**src/rtl/pmcs_pkg.sv**
```systemverilog
`default_nettype none
package pmcs_pkg;

  // ==========================================================================
  // Timing
  // ==========================================================================
  localparam int SYS_CLK_PERIOD_NS = 5;
  localparam int OST_CYCLES = 1024;
  localparam int SW_OLD_EDGES = 2;
  localparam int SW_NEW_EDGES = 3;
  localparam int CNT_W = 11;
  localparam int CPU_READY_DELAY_NS_DEFAULT = 100;

  // ==========================================================================
  // Clock sources, coded as the select field
  // ==========================================================================
  typedef enum logic [1:0] {
    SRC_NONE = 2'h0,
    SRC_SEC = 2'h1,
    SRC_PRI = 2'h2,
    SRC_RC = 2'h3
  } src_e;

  localparam logic [1:0] SEL_SEC = 2'h1;
  localparam logic [1:0] SEL_PRI = 2'h2;
  localparam logic [1:0] SEL_RC = 2'h3;

  typedef enum logic [7:0] {
    ST_INIT = 8'h01,
    ST_RUN = 8'h02,
    ST_SW_OLD = 8'h04,
    ST_SW_NEW = 8'h08,
    ST_IDLE = 8'h10,
    ST_SLEEP = 8'h20,
    ST_WAKE = 8'h40,
    ST_CPU_DLY = 8'h80
  } pm_state_e;

  // ==========================================================================
  // Carriers
  // ==========================================================================
  typedef struct packed {
    logic pri;
    logic sec;
    logic rc;
  } osc_pins_s;

  typedef struct packed {
    osc_pins_s meta;
    osc_pins_s sync;
  } pin_sync_s;

  typedef struct packed {
    logic [1:0] clock_source_select;
    logic idle_select_bit;
    logic secondary_osc_enable;
    logic wdt_enabled;
    logic fscm_enabled;
    logic two_speed_enabled;
    logic pri_is_crystal;
    logic zero_sel_primary;
  } mode_ctrl_s;

  typedef struct packed {
    src_e mux_sel;
    logic cpu_clk_en;
    logic periph_clk_en;
    logic pri_osc_run;
    logic sec_osc_run;
    logic rc_osc_run;
  } clk_ctrl_s;

  typedef struct packed {
    logic primary_clock_active_flag;
    logic secondary_clock_active_flag;
  } status_s;

  typedef struct packed {
    pm_state_e state;
    src_e target;
    clk_ctrl_s clk;
    status_s status;
    logic idle_pend;
    logic wake_pend;
    logic rc_interim;
    osc_pins_s edge_prev;
  } ctrl_s;

  // ==========================================================================
  // Reset values
  // ==========================================================================
  localparam clk_ctrl_s CLK_RESET = '{mux_sel: SRC_PRI, cpu_clk_en: 1'b1, periph_clk_en: 1'b1,
                                      pri_osc_run: 1'b1, sec_osc_run: 1'b0, rc_osc_run: 1'b0};
  localparam status_s STATUS_RESET = '{primary_clock_active_flag: 1'b1, secondary_clock_active_flag: 1'b0};

endpackage : pmcs_pkg
`default_nettype wire

```
**src/rtl/edge_counter.sv**
```systemverilog
`default_nettype none
module edge_counter #(
  parameter int CW = pmcs_pkg::CNT_W
) (
  input wire logic i_sys_clk,             // System clock
  input wire logic i_reset,               // Async reset, active high
  input wire logic i_clear,               // Restart count
  input wire logic i_step,                // One counted event
  input wire logic [CW-1:0] i_target,     // Events needed
  output logic o_done                     // Target reached, held until clear
);
  import pmcs_pkg::*;

  typedef struct packed {
    logic [CW-1:0] count;
    logic done;
  } cnt_s;

  cnt_s s;
  cnt_s next_s;
  logic [CW-1:0] bumped;

  // ==========================================================================
  // Elaboration check
  // ==========================================================================
  if (CW < 2) begin : g_bad_width
    $error("edge_counter width too small");
  end

  // ==========================================================================
  // Counter
  // ==========================================================================
  always_comb begin
    next_s = s;
    bumped = s.count + {{(CW-1){1'b0}}, 1'b1};
    if (i_clear) begin
      next_s = '0;
    end else if (!s.done && i_step) begin
      next_s.count = bumped;
      next_s.done = (bumped >= i_target);
    end
  end

  always_ff @(posedge i_sys_clk or posedge i_reset) begin
    if (i_reset) begin
      s <= '0;
    end else begin
      s <= next_s;
    end
  end

  assign o_done = s.done;

endmodule : edge_counter
`default_nettype wire

```
**src/rtl/osc_pin_sync.sv**
```systemverilog
`default_nettype none
module osc_pin_sync (
  input wire logic i_sys_clk,                 // System clock
  input wire logic i_reset,                   // Async reset, active high
  input wire pmcs_pkg::osc_pins_s i_pins,     // Raw oscillator levels
  output pmcs_pkg::osc_pins_s o_pins          // Two-flop synchronised levels
);
  import pmcs_pkg::*;

  pin_sync_s s;
  pin_sync_s next_s;

  // ==========================================================================
  // Two-flop synchroniser
  // ==========================================================================
  always_comb begin
    next_s.meta = i_pins;
    next_s.sync = s.meta;
  end

  always_ff @(posedge i_sys_clk or posedge i_reset) begin
    if (i_reset) begin
      s <= '0;
    end else begin
      s <= next_s;
    end
  end

  assign o_pins = s.sync;

endmodule : osc_pin_sync
`default_nettype wire

```
**src/rtl/power_mode_clock_switch_control.sv**
```systemverilog
// Summary of operation
// RQ1 - Source switch takes two old-clock edges plus three to four new-clock edges.
// RQ2 - Primary and secondary active flags report source; neither set means internal RC.
// RQ3 - Each power-down uses idle select as it stands at that moment.
// RQ4 - Reset starts in primary run, primary flag set, unless two-speed start-up.
// RQ5 - Select 01 moves to secondary, stops primary, sets secondary flag, clears primary.
// RQ6 - Select 01 with secondary oscillator disabled does not enter secondary run.
// RQ7 - Secondary enabled but not oscillating holds clocks off until it starts.
// RQ8 - Back to primary: stay on secondary until primary ready, then swap flags.
// RQ9 - Select 11 moves to internal RC, stops primary, clears primary flag.
// RQ10 - Internal back to primary: stay on RC until primary ready, then set flag.
// RQ11 - RC keeps running after primary switch when watchdog or monitor enabled.
// RQ12 - Switches and wake-ups never alter idle select or source select.
// RQ13 - Power-down with idle clear sleeps, stops oscillator, clears both flags.
// RQ14 - In sleep or idle, RC runs for watchdog, secondary runs if enabled.
// RQ15 - Sleep wake waits for selected source; RC meanwhile with two-speed or monitor.
// RQ16 - Power-down with idle set stops CPU clock, peripherals run, flags untouched.
// RQ17 - Idle exits on interrupt, watchdog or reset; CPU resumes after ready delay.
// RQ18 - Watchdog time-out in sleep or idle wakes into selected run mode.
// RQ19 - Primary idle keeps primary running and its flag set.
// RQ20 - Secondary idle entry shuts primary, swaps flags; wake runs on secondary.
// RQ21 - Power-down for secondary idle with secondary disabled is ignored.
// RQ22 - Source select: 11 internal, 10 primary, 01 secondary.
// RQ23 - Crystal primary counts as ready after 1024 oscillator cycles.
// RQ24 - Switches are glitch-free: gates close before the mux moves; two-speed start-up moves the mux to RC with both gates open.
`default_nettype none
module power_mode_clock_switch_control #(
  parameter int CPU_READY_DELAY_NS = pmcs_pkg::CPU_READY_DELAY_NS_DEFAULT
) (
  input wire logic i_sys_clk,                      // System clock, 200 MHz
  input wire logic i_reset,                        // Async reset, active high
  input wire pmcs_pkg::mode_ctrl_s i_mode,         // Control bits from registers
  input wire logic i_power_down_exec,              // Power-down instruction, one-cycle pulse
  input wire logic i_wake_interrupt,               // Enabled interrupt flag raised
  input wire logic i_wdt_timeout,                  // Watchdog time-out event
  input wire pmcs_pkg::osc_pins_s i_osc,           // Raw oscillator outputs
  output pmcs_pkg::clk_ctrl_s o_clk,               // Mux, gates and oscillator enables
  output pmcs_pkg::status_s o_status               // Clock source active flags
);
  import pmcs_pkg::*;

  // ==========================================================================
  // Derived counts
  // ==========================================================================
  localparam int CSD_RAW = (CPU_READY_DELAY_NS + SYS_CLK_PERIOD_NS - 1) / SYS_CLK_PERIOD_NS;
  localparam int CSD_CYCLES = (CSD_RAW < 1) ? 1 : CSD_RAW;
  localparam logic [CNT_W-1:0] CSD_TARGET = CNT_W'(CSD_CYCLES);
  localparam logic [CNT_W-1:0] OST_TARGET = CNT_W'(OST_CYCLES);
  localparam logic [CNT_W-1:0] OLD_TARGET = CNT_W'(SW_OLD_EDGES);
  localparam logic [CNT_W-1:0] NEW_TARGET = CNT_W'(SW_NEW_EDGES);

  if (CSD_CYCLES >= (1 << CNT_W)) begin : g_bad_csd
    $error("cpu ready delay does not fit the counter");
  end

  // ==========================================================================
  // Helpers
  // ==========================================================================
  // Select 00 maps by the zero-select input
  function automatic src_e decode_sel(input logic [1:0] sel, input logic zero_pri);
    case (sel)
      SEL_SEC: decode_sel = SRC_SEC;  // RQ22
      SEL_PRI: decode_sel = SRC_PRI;  // RQ22
      SEL_RC: decode_sel = SRC_RC;  // RQ22
      default: decode_sel = zero_pri ? SRC_PRI : SRC_RC;
    endcase
  endfunction : decode_sel

  // Rising edge of whichever source is named
  function automatic logic edge_of(input src_e src, input osc_pins_s edges);
    case (src)
      SRC_PRI: edge_of = edges.pri;
      SRC_SEC: edge_of = edges.sec;
      SRC_RC: edge_of = edges.rc;
      default: edge_of = 1'b0;
    endcase
  endfunction : edge_of

  // ==========================================================================
  // State and wiring
  // ==========================================================================
  ctrl_s s;
  ctrl_s next_s;
  osc_pins_s osc_lvl;
  osc_pins_s osc_edge;

  // Decode of the select field and readiness
  src_e desired;
  logic sec_blocked;
  logic pri_ready;
  logic target_ready;
  logic go_switch;

  // Shared counter hookup
  logic ost_done;
  logic seq_done;
  logic seq_clear;
  logic seq_step;
  logic [CNT_W-1:0] seq_target;

  // Interrupt or watchdog, both wake alike
  logic wake_event;

  osc_pin_sync u_osc_sync (
    .i_sys_clk(i_sys_clk),
    .i_reset(i_reset),
    .i_pins(i_osc),
    .o_pins(osc_lvl)
  );

  // Oscillator start-up timer; held clear while primary is off
  edge_counter #(.CW(CNT_W)) u_ost (
    .i_sys_clk(i_sys_clk),
    .i_reset(i_reset),
    .i_clear(!s.clk.pri_osc_run),
    .i_step(osc_edge.pri),
    .i_target(OST_TARGET),
    .o_done(ost_done)
  );

  // Shared sequencer: old-edge, new-edge and CPU ready delay counts
  edge_counter #(.CW(CNT_W)) u_seq (
    .i_sys_clk(i_sys_clk),
    .i_reset(i_reset),
    .i_clear(seq_clear),
    .i_step(seq_step),
    .i_target(seq_target),
    .o_done(seq_done)
  );

  assign osc_edge = osc_lvl & ~s.edge_prev;
  assign desired = decode_sel(i_mode.clock_source_select, i_mode.zero_sel_primary);
  assign sec_blocked = (desired == SRC_SEC) && !i_mode.secondary_osc_enable;  // RQ6
  assign pri_ready = s.clk.pri_osc_run && (ost_done || !i_mode.pri_is_crystal);  // RQ23
  assign wake_event = i_wake_interrupt || i_wdt_timeout;  // RQ17 RQ18
  assign go_switch = (desired != s.clk.mux_sel) && !sec_blocked && ((desired != SRC_PRI) || pri_ready);
  assign seq_clear = (next_s.state != s.state);

  // Readiness of the source being switched to
  always_comb begin
    case (s.target)
      SRC_PRI: target_ready = pri_ready;
      SRC_SEC: target_ready = i_mode.secondary_osc_enable;
      default: target_ready = 1'b1;
    endcase
  end

  // Counted event and target per sequencer state
  always_comb begin
    case (s.state)
      ST_SW_OLD: begin
        seq_step = edge_of(s.clk.mux_sel, osc_edge);
        seq_target = OLD_TARGET;
      end
      ST_SW_NEW: begin
        seq_step = edge_of(s.clk.mux_sel, osc_edge);
        seq_target = NEW_TARGET;
      end
      ST_CPU_DLY: begin
        seq_step = 1'b1;
        seq_target = CSD_TARGET;
      end
      default: begin
        seq_step = 1'b0;
        seq_target = OLD_TARGET;
      end
    endcase
  end

  // ==========================================================================
  // Power-mode sequencer
  // ==========================================================================
  // The select and idle bits are inputs only; this block never writes them. RQ12
  always_comb begin
    next_s = s;
    next_s.edge_prev = osc_lvl;
    next_s.clk.sec_osc_run = i_mode.secondary_osc_enable;  // RQ14
    case (s.state)
      ST_INIT: begin
        next_s.state = ST_RUN;
        if (i_mode.two_speed_enabled) begin
          next_s.clk.mux_sel = SRC_RC;
          next_s.status.primary_clock_active_flag = 1'b0;
        end
      end

      // Run: both gates open
      ST_RUN: begin
        next_s.clk.cpu_clk_en = 1'b1;
        next_s.clk.periph_clk_en = 1'b1;

        // Primary starts while we keep running on the current source RQ8 RQ10
        if (desired == SRC_PRI) begin
          next_s.clk.pri_osc_run = 1'b1;
        end

        if (i_power_down_exec && !i_mode.idle_select_bit) begin
          // Sleep needs no switch; gates and primary stop, mux to none RQ3 RQ13
          next_s.state = ST_SLEEP;
          next_s.clk.cpu_clk_en = 1'b0;
          next_s.clk.periph_clk_en = 1'b0;
          next_s.clk.pri_osc_run = 1'b0;
          next_s.clk.mux_sel = SRC_NONE;
          next_s.status = '0;
          next_s.idle_pend = 1'b0;
        end else if (i_power_down_exec && sec_blocked) begin
          next_s.idle_pend = 1'b0;  // RQ21
        end else if (i_power_down_exec && desired == s.clk.mux_sel) begin
          next_s.state = ST_IDLE;  // RQ3 RQ16 RQ19
          next_s.clk.cpu_clk_en = 1'b0;
        end else begin
          if (i_power_down_exec) begin
            next_s.idle_pend = 1'b1;  // RQ20
          end
          if (go_switch) begin
            next_s.target = desired;
            next_s.state = ST_SW_OLD;
          end
        end
      end

      // Switch, old-clock half
      ST_SW_OLD: begin
        // Close the gates on the old clock, then move the mux while quiet RQ1 RQ24
        if (seq_done && (s.clk.cpu_clk_en || s.clk.periph_clk_en)) begin
          next_s.clk.cpu_clk_en = 1'b0;
          next_s.clk.periph_clk_en = 1'b0;
        end else if (seq_done) begin
          next_s.clk.mux_sel = s.target;
          next_s.state = ST_SW_NEW;
        end
      end

      // Switch, new-clock half
      ST_SW_NEW: begin
        // Waits on new-clock edges, so a silent secondary holds clocks off RQ1 RQ7
        if (seq_done) begin
          next_s.status.primary_clock_active_flag = (s.clk.mux_sel == SRC_PRI);  // RQ2 RQ5 RQ8 RQ10
          next_s.status.secondary_clock_active_flag = (s.clk.mux_sel == SRC_SEC);  // RQ2 RQ5 RQ8 RQ20
          next_s.clk.pri_osc_run = (s.clk.mux_sel == SRC_PRI);  // RQ5 RQ9
          next_s.clk.periph_clk_en = 1'b1;
          next_s.rc_interim = 1'b0;
          next_s.idle_pend = 1'b0;

          if (s.wake_pend) begin
            next_s.state = ST_CPU_DLY;
          end else if (s.idle_pend) begin
            next_s.state = ST_IDLE;  // RQ20
          end else begin
            next_s.clk.cpu_clk_en = 1'b1;
            next_s.state = ST_RUN;
          end
        end
      end

      // Idle: peripherals only
      ST_IDLE: begin
        next_s.clk.cpu_clk_en = 1'b0;
        next_s.clk.periph_clk_en = 1'b1;
        if (wake_event) begin
          next_s.state = ST_CPU_DLY;  // RQ17 RQ18
        end
      end

      // CPU ready delay after a wake
      ST_CPU_DLY: begin
        // CPU resumes on the idle source; run state then follows the select RQ17 RQ18
        next_s.clk.periph_clk_en = 1'b1;
        if (seq_done) begin
          next_s.clk.cpu_clk_en = 1'b1;
          next_s.wake_pend = 1'b0;
          next_s.state = ST_RUN;
        end
      end

      // Sleep: all gates shut
      ST_SLEEP: begin
        if (wake_event) begin
          next_s.state = ST_WAKE;  // RQ15 RQ18
          next_s.wake_pend = 1'b1;
          next_s.target = sec_blocked ? SRC_RC : desired;
          next_s.clk.pri_osc_run = (desired == SRC_PRI);

          if (i_mode.two_speed_enabled || i_mode.fscm_enabled) begin
            next_s.rc_interim = 1'b1;  // RQ15
            next_s.clk.mux_sel = SRC_RC;
            next_s.clk.cpu_clk_en = 1'b1;
            next_s.clk.periph_clk_en = 1'b1;
          end
        end
      end

      // Waiting for the woken source
      ST_WAKE: begin
        // Unclocked, or on RC, until the selected source is ready RQ15
        if (target_ready) begin
          if (s.rc_interim && s.target == SRC_RC) begin
            next_s.rc_interim = 1'b0;
            next_s.clk.cpu_clk_en = 1'b0;
            next_s.state = ST_CPU_DLY;
          end else if (s.rc_interim) begin
            next_s.state = ST_SW_OLD;
          end else begin
            next_s.clk.mux_sel = s.target;
            next_s.state = ST_SW_NEW;
          end
        end
      end

      // Illegal codes recover to run
      default: begin
        next_s.state = ST_RUN;
      end
    endcase
    // RC runs while it clocks the device or while watchdog or monitor need it RQ11 RQ14
    next_s.clk.rc_osc_run = (next_s.clk.mux_sel == SRC_RC) || next_s.rc_interim ||
                            i_mode.wdt_enabled || i_mode.fscm_enabled;
  end

  // Reset branch loads constants only
  always_ff @(posedge i_sys_clk or posedge i_reset) begin
    if (i_reset) begin
      s.state <= ST_INIT;  // RQ4
      s.target <= SRC_PRI;
      s.clk <= CLK_RESET;  // RQ4
      s.status <= STATUS_RESET;  // RQ4
      s.idle_pend <= 1'b0;
      s.wake_pend <= 1'b0;
      s.rc_interim <= 1'b0;
      s.edge_prev <= '0;
    end else begin
      s <= next_s;
    end
  end

  // Outputs come straight from the state flops
  assign o_clk = s.clk;
  assign o_status = s.status;

endmodule : power_mode_clock_switch_control
`default_nettype wire

```
**config.mk**
```make
export PLATFORM = sky130hd
export DESIGN_NAME = power_mode_clock_switch_control
export DESIGN_NICKNAME = d
export VERILOG_FILES = /design/src/rtl/pmcs_pkg.sv /design/src/rtl/edge_counter.sv /design/src/rtl/osc_pin_sync.sv /design/src/rtl/power_mode_clock_switch_control.sv
export SDC_FILE = /design/constraint.sdc
export NUM_CORES = 1
export LEC_CHECK = 0
export BUFFER_PORTS_ARGS = -buffer_cell sky130_fd_sc_hd__buf_2
export CORE_MARGIN = 5
export CORE_UTILIZATION = 45
export CTS_CLUSTER_SIZE = 28
export DETAILED_ROUTE_END_ITERATION = 16
export GPL_TIMING_DRIVEN = 0
export MAX_ROUTING_LAYER = met4
export PLACE_DENSITY = 0.67
export SLEW_MARGIN = 20
export SYNTH_ARGS = -nofsm -noshare
export SYNTH_HDL_FRONTEND = slang
export SYNTH_SLANG_ARGS = --single-unit
```
**constraint.sdc**
```tcl
create_clock -name i_sys_clk -period 3.2 [get_ports i_sys_clk]
set_input_delay 0.48 -clock i_sys_clk [delete_from_list [all_inputs] [get_ports i_sys_clk]]
set_output_delay 0.48 -clock i_sys_clk [all_outputs]
set_load 0.1 [all_outputs]
```
==> impl_metrics.env, run 1 <==
export IMPL_synth_xor_area_share_pct=7.16
export IMPL_n_antenna_cell=0
export IMPL_die_area_mm2=0.00916
export IMPL_multi_input_area_mm2=0.00176
export IMPL_design_core_area_mm2=0.00721
export IMPL_ys_ff_latch=55
export IMPL_grt_usage_pct=18.2
export IMPL_ys_top_cells_by_area="dfrtp_1 (36%), dfstp_2 (5.6%), xnor2_1 (5.3%), nor2_1 (5.2%), ha_1 (3.4%)"
export IMPL_synth_simple_gate_area_share_pct=26.4
export IMPL_fp_dieW_um=95.7
export IMPL_areaGrowthSynthToFinish_pct=10.6
export IMPL_cts_tree="yes"
export IMPL_synth_top_area_cell="dfrtp_1"
export IMPL_grt_pass1_wl_mm=12.7
export IMPL_postPlaceCellArea_mm2=0.00356
export IMPL_muxShareOfSynthArea_pct=1.97
export IMPL_worstPathArrival_ns=2.91
export IMPL_avgRoutedWirePerCell_um=15.1
export IMPL_grt_pass1_vias=2584
export IMPL_cts_setup_buffers=0
export IMPL_async_flop_share_pct=100
export IMPL_io_buffers=25
export IMPL_root_buffer="clkbuf_8"
export IMPL_r2r_end="u_seq.o_done"
export IMPL_maxSlewHeadroom_pct=37.2
export IMPL_grt_max_degree=56
export IMPL_tns_ns=0
export IMPL_power_density_mw_per_mm2=634
export IMPL_drtIter0Drc=175
export IMPL_drive_gt1_share_pct=18.2
export IMPL_drc=0
export IMPL_synth_top_family_by_area="simple AND/OR/NAND/NOR gates"
export IMPL_seqCellArea_mm2=0.00139
export IMPL_synthTopCellsByCount="dfrtp_1 (48), nor2_1 (46), nand2_1 (26)"
export IMPL_yosysSeqAreaShare_pct=41.9
export IMPL_postLayoutCoreUtil_pct=50.7
export IMPL_post_place_ws_ns=0.534
export IMPL_crit_reg2reg_launch="s[23]"
export IMPL_worstSetupEndpointType="register"
export IMPL_firstDrtPassIters=4
export IMPL_critPathRequiredTime_ns=3.39
export IMPL_worstSetupStartpointType="register"
export IMPL_yosys_warnings=0
export IMPL_min_period_ns=2.72
export IMPL_power_leakage_nw=1.61
export IMPL_grt_overflow=0
export IMPL_syn_inst=363
export IMPL_fmax_ghz=0.367
export IMPL_synthesis_nets=389
export IMPL_timing_setup_critical_path_class="reg2reg"
export IMPL_status="finished, final reports clean"
export IMPL_dp_hpwl_mm=5.51
export IMPL_routed_wl_mm=7.48
export IMPL_setup_violations=0
export IMPL_rsz0062_at_grt="false"
export IMPL_final_antenna_net_count=0
export IMPL_htreeDepth=2
export IMPL_synth_top_area_share_pct=36.3
export IMPL_layout_nets=421
export IMPL_holdWs_ns=0.262
export IMPL_syn_area_mm2=0.00330
export IMPL_die_h_um=95.7
export IMPL_synth_flop_cell="dfrtp_1"
export IMPL_worst_slack_ns=0.479
export IMPL_clockBufferDepth=2
export IMPL_start_util_pct=45.8
export IMPL_antenna_found_initial=0
export IMPL_max_cap_violations=0
export IMPL_fin_skew_ns=0.0145
export IMPL_cts_sinks=55
export IMPL_slew_violations=0
export IMPL_pin_count=26
export IMPL_hold_path_class="in2async"
export IMPL_hold_viol=0
export IMPL_fillCellCount=693
export IMPL_synth_edf_count=0
export IMPL_synth_distinct_cells=60
export IMPL_synth_compound_area_share_pct=14.3
export IMPL_cts_resized=0
export IMPL_viasPerCell=5.46
export IMPL_gp_congestion=0.962
export IMPL_worst_slew_pin_slew_ns=0.939
export IMPL_critPathMaxFanout=8
export IMPL_worstSkewPairLatency_ns=0.32
export IMPL_synth_adder_area_share_pct=3.41
export IMPL_vias=2704
export IMPL_cts_made_buffers=5
export IMPL_avgSynthCellArea_um2=9.10
export IMPL_fin_crit_sh_pct=85.0
export IMPL_rows=31
export IMPL_cts_hold_buf=0
export IMPL_clk_pin_slew_ns=0.11
export IMPL_rrSetupSlack_ns=0.48
export IMPL_vdd_ir_drop_max_v=0.000332
export IMPL_reg2reg_depth=10
export IMPL_yosysMostFrequentCell="dfrtp_1"
export IMPL_stdcell_area_mm2=0.00366
## per-stage QoR
stage / cells / total power, mW
2_1_floorplan: 363 / 1.70
3_3_place_gp: 487 / 1.89
3_5_place_dp: 487 / 1.91
4_1_cts: 495 / 2.34
5_1_grt: 495 / 2.48
6_report: 495 / 2.32
## report_power, final
part | leakage [nW] | total (mW) | internal [mW] | switching [mW]
Sequential | 0.699 | 0.930 | 0.812 | 0.118
Clock | 0.0522 | 0.422 | 0.167 | 0.255
Combinational | 0.862 | 0.968 | 0.333 | 0.634
Total | 1.61 | 2.32 | 1.31 | 1.01
## critical path, cell delays in order (launching register included)
cell and delay (ns):
dfrtp_1 0.37, clkbuf_1 0.20, nor3_2 0.50, nand3_1 0.27
inv_1 0.23, ha_1 0.26, o21ai_0 0.16, a21oi_1 0.06
o31ai_1 0.27, nand4_1 0.13, nor3b_1 0.16
## layout by cell type (no fill, tap or decap), types with 3 or more instances in the layout
| cell type | instances |
|---|---|
| dfrtp_1 | 48 |
| nand3_1 | 18 |
| mux2_2 | 4 |
| and2_1 | 10 |
| clkbuf_1 | 5 |
| nand4_1 | 11 |
| a31oi_1 | 5 |
| inv_1 | 8 |
| nor3b_1 | 3 |
| or2_2 | 4 |
| nand2b_1 | 6 |
| nand2_1 | 26 |
| o21ai_0 | 14 |
| xor2_1 | 7 |
| nor2_1 | 46 |
| a21oi_1 | 14 |
| o31ai_1 | 4 |
| dfstp_2 | 7 |
| o211ai_1 | 3 |
| clkbuf_8 | 5 |
| buf_2 | 28 |
| nor4_1 | 5 |
| ha_1 | 9 |
| a211oi_1 | 4 |
| nor3_1 | 10 |
| and3_1 | 7 |
| xnor2_1 | 20 |
| buf_4 | 9 |
| a21o_1 | 3 |
| nor2b_1 | 7 |
## how the worst max path moves through the flow
stage / cells past startpoint / from / to / slack [ns]
final: 10 / s[23] / u_seq.o_done / 0.48
after CTS: 10 / s[23] / u_seq.o_done / 0.51
after detailed placement: 10 / s[23] / u_seq.o_done / 0.53
after global placement: 10 / s[23] / u_seq.o_done / 0.61
after floorplan: 10 / s[23] / u_seq.o_done / 1.02
after global routing: 10 / s[23] / u_seq.o_done / 0.18
## sequential cells by signal, indices dropped and copies added (netlist names)
register	cells
o_clk	7
o_status	2
s	16
u_osc_sync.next_s	3
u_osc_sync.o_pins	3
u_ost.o_done	1
u_ost.s	11
u_seq.o_done	1
u_seq.s	11
## routing by layer
layer / GRT usage, % / wire length [µm] / vias up
li1: - / - / 1346
met1: 25.2 / 3500 / 1281
met2: 28.2 / 3490 / 64
met3: 2.81 / 357 / 13
met4: 4.38 / 136 / 0
met5: - / 0 / -
## cell families (layout without fill, tap and decap cells)
logic type,after synthesis,in the layout
flops,55,55
compound gates,68,68
xor+xnor,27,27
buf+inv,30,63
other cells,1,1
simple gates,167,167
mux,6,6
fa+ha+maj,9,9
## area by class of cell
class                           count  share of cell area [%]
Inverter                           10                    1.10
Sequential cell                    55                    37.9
Timing Repair Buffer               25                    3.42
Buffer                             20                    3.32
Multi-Input combinational cell    278                    48.2
Clock buffer                        5                    1.88
Clock inverter                      3                   0.856
Tap cell                           99                    3.39
No activity file was read; power rests on OpenSTA's default activity.
==> inputs of run 2 (changes only) <==
clock period = 2.55 ns   (was 3.2 ns; I/O delays follow)
==> impl_metrics.env, run 2 (same netlist as run 1, synthesis figures left out) <==
export IMPL_status="finished, final reports clean"
export IMPL_hold_viol=0
export IMPL_postLayoutCoreUtil_pct=51.5
export IMPL_worst_slew_pin_slew_ns=0.951
export IMPL_start_util_pct=45.8
export IMPL_fmax_ghz=0.422
export IMPL_vias=2734
export IMPL_slew_violations=0
export IMPL_max_cap_violations=0
export IMPL_worst_slack_ns=0.181
export IMPL_n_antenna_cell=0
export IMPL_clockBufferDepth=2
export IMPL_drtIter0Drc=143
export IMPL_design_core_area_mm2=0.00721
export IMPL_holdWs_ns=0.165
export IMPL_final_cell_mix="dfrtp_1 (48), nor2_1 (46), buf_2 (28)"
export IMPL_critPathMaxFanout=7
export IMPL_rows=31
export IMPL_drive_gt1_share_pct=20.2
export IMPL_timing_setup_critical_path_class="reg2reg"
export IMPL_post_place_ws_ns=-0.116
export IMPL_cts_made_buffers=5
export IMPL_power_density_mw_per_mm2=792
export IMPL_worstSetupStartpointType="register"
export IMPL_layout_nets=426
export IMPL_maxSlewHeadroom_pct=36.4
export IMPL_fin_skew_ns=0.0152
export IMPL_grt_pass1_vias=2589
export IMPL_cts_sinks=55
export IMPL_postPlaceCellArea_mm2=0.00356
export IMPL_cp_slowest_cell="o32ai_1"
export IMPL_dp_hpwl_mm=5.51
export IMPL_grt_pass1_wl_mm=12.7
export IMPL_drc=0
export IMPL_firstDrtPassIters=4
export IMPL_final_antenna_net_count=0
export IMPL_critPathRequiredTime_ns=2.74
export IMPL_worst_path_largest_cell_delay_ns=0.84
export IMPL_grt_usage_pct=18.3
export IMPL_worstSkewPairLatency_ns=0.32
export IMPL_cts_tree="yes"
export IMPL_setup_violations=0
export IMPL_worstPathArrival_ns=2.56
export IMPL_routed_wl_mm=7.58
export IMPL_viasPerCell=5.47
export IMPL_grt_overflow=0
export IMPL_top_regs="s: 16 flops, u_ost.s: 11 flops, u_seq.s: 11 flops"
export IMPL_regMostFlops="s"
export IMPL_crit_path_frequent_cell="a31oi_1"
export IMPL_largest_reg_flops=16
export IMPL_worstSetupEndpointType="register"
export IMPL_power_leakage_nw=1.65
export IMPL_io_buffers=25
export IMPL_min_period_ns=2.37
export IMPL_pin_count=26
export IMPL_root_buffer="clkbuf_8"
export IMPL_rsz0062_at_grt="false"
export IMPL_htreeDepth=2
export IMPL_antenna_found_initial=0
export IMPL_clk_pin_slew_ns=0.11
export IMPL_vdd_ir_drop_max_v=0.000419
export IMPL_fin_crit_sh_pct=92.9
export IMPL_path_cells="inv_1 -> ha_1 -> a21o_1 -> a31oi_1 -> o32ai_1 -> nor3b_1 -> a31oi_1 -> nand4_1"
export IMPL_stdcell_area_mm2=0.00371
export IMPL_die_h_um=95.7
export IMPL_areaGrowthSynthToFinish_pct=12.4
export IMPL_grt_max_degree=56
export IMPL_fp_dieW_um=95.7
export IMPL_final_common_cell="dfrtp_1"
export IMPL_gp_congestion=0.962
export IMPL_avgRoutedWirePerCell_um=15.2
export IMPL_hold_path_class="in2async"
export IMPL_die_area_mm2=0.00916
==> run 2: timing repair <==
| action | in CTS | in global routing |
|---|---|---|
| gates resized for setup | 1 | 4 |
| hold buffers | 0 | 0 |
| buffers inserted | 1 | 5 |
| setup endpoints to repair | 1 | 2 |
| pin swaps | 2 | 2 |
==> run 2: power breakdown <==
group / leakage [nW] / switching, mW / internal, mW
Clock: 0.0522 / 0.320 / 0.210
Combinational: 0.899 / 0.804 / 0.436
Sequential: 0.699 / 0.151 / 1.02
Total: 1.65 / 1.28 / 1.66
==> run 2: cell type report <==
type                       instances  area (µm²)
timing repair buffer              31         170
buffer                            19         118
fill                             690        3500
clock inverter                     3        31.3
tap                               99         124
multi-input combinational        278        1780
inverter                          10        40.0
clock buffer                       5        68.8
sequential                        55        1390
==> run 2: per-layer routing <==
layer  routed length, µm  GRT usage [%]  part of all wire, %
met1                3610           25.4                   48
met2                3540           28.2                   47
met4                 126           4.38                  1.7
met3                 309           2.81                  4.1
met5                   0              -                    0
==> run 2: final timing paths <==
path	to	slack, ns	depth (start not counted)	from
max in group asynchronous	u_seq.s[5]	1.93	2	i_reset
max	o_clk[0]	0.18	8	s[15]
min in group i_sys_clk	u_osc_sync.next_s[0]	0.17	1	i_osc[0]
min	u_ost.s[3]	0.17	2	i_reset
max reg2reg	o_clk[0]	0.18	8	s[15]
min reg2reg	u_osc_sync.o_pins[1]	0.36	0	u_osc_sync.next_s[1]
==> run 2: metrics by stage <==
stage | TNS [ns] | total power, mW | std cells
final | 0 | 2.94 | 500
after global routing | 0 | 3.14 | 500
after detailed placement | -0.116 | 2.40 | 487
after CTS | 0 | 2.95 | 496
after global placement | -0.0357 | 2.38 | 487
after floorplan | 0 | 2.13 | 363
==> run 2: critical path, delay by kind of cell, from the launching register on <==
| kind | cells | cell delay, ns |
|---|---|---|
| buf+inv | 1 | 0.09 |
| compound gates | 4 | 1.21 |
| flops | 1 | 0.44 |
| simple gates | 2 | 0.23 |
| fa+ha+maj | 1 | 0.29 |
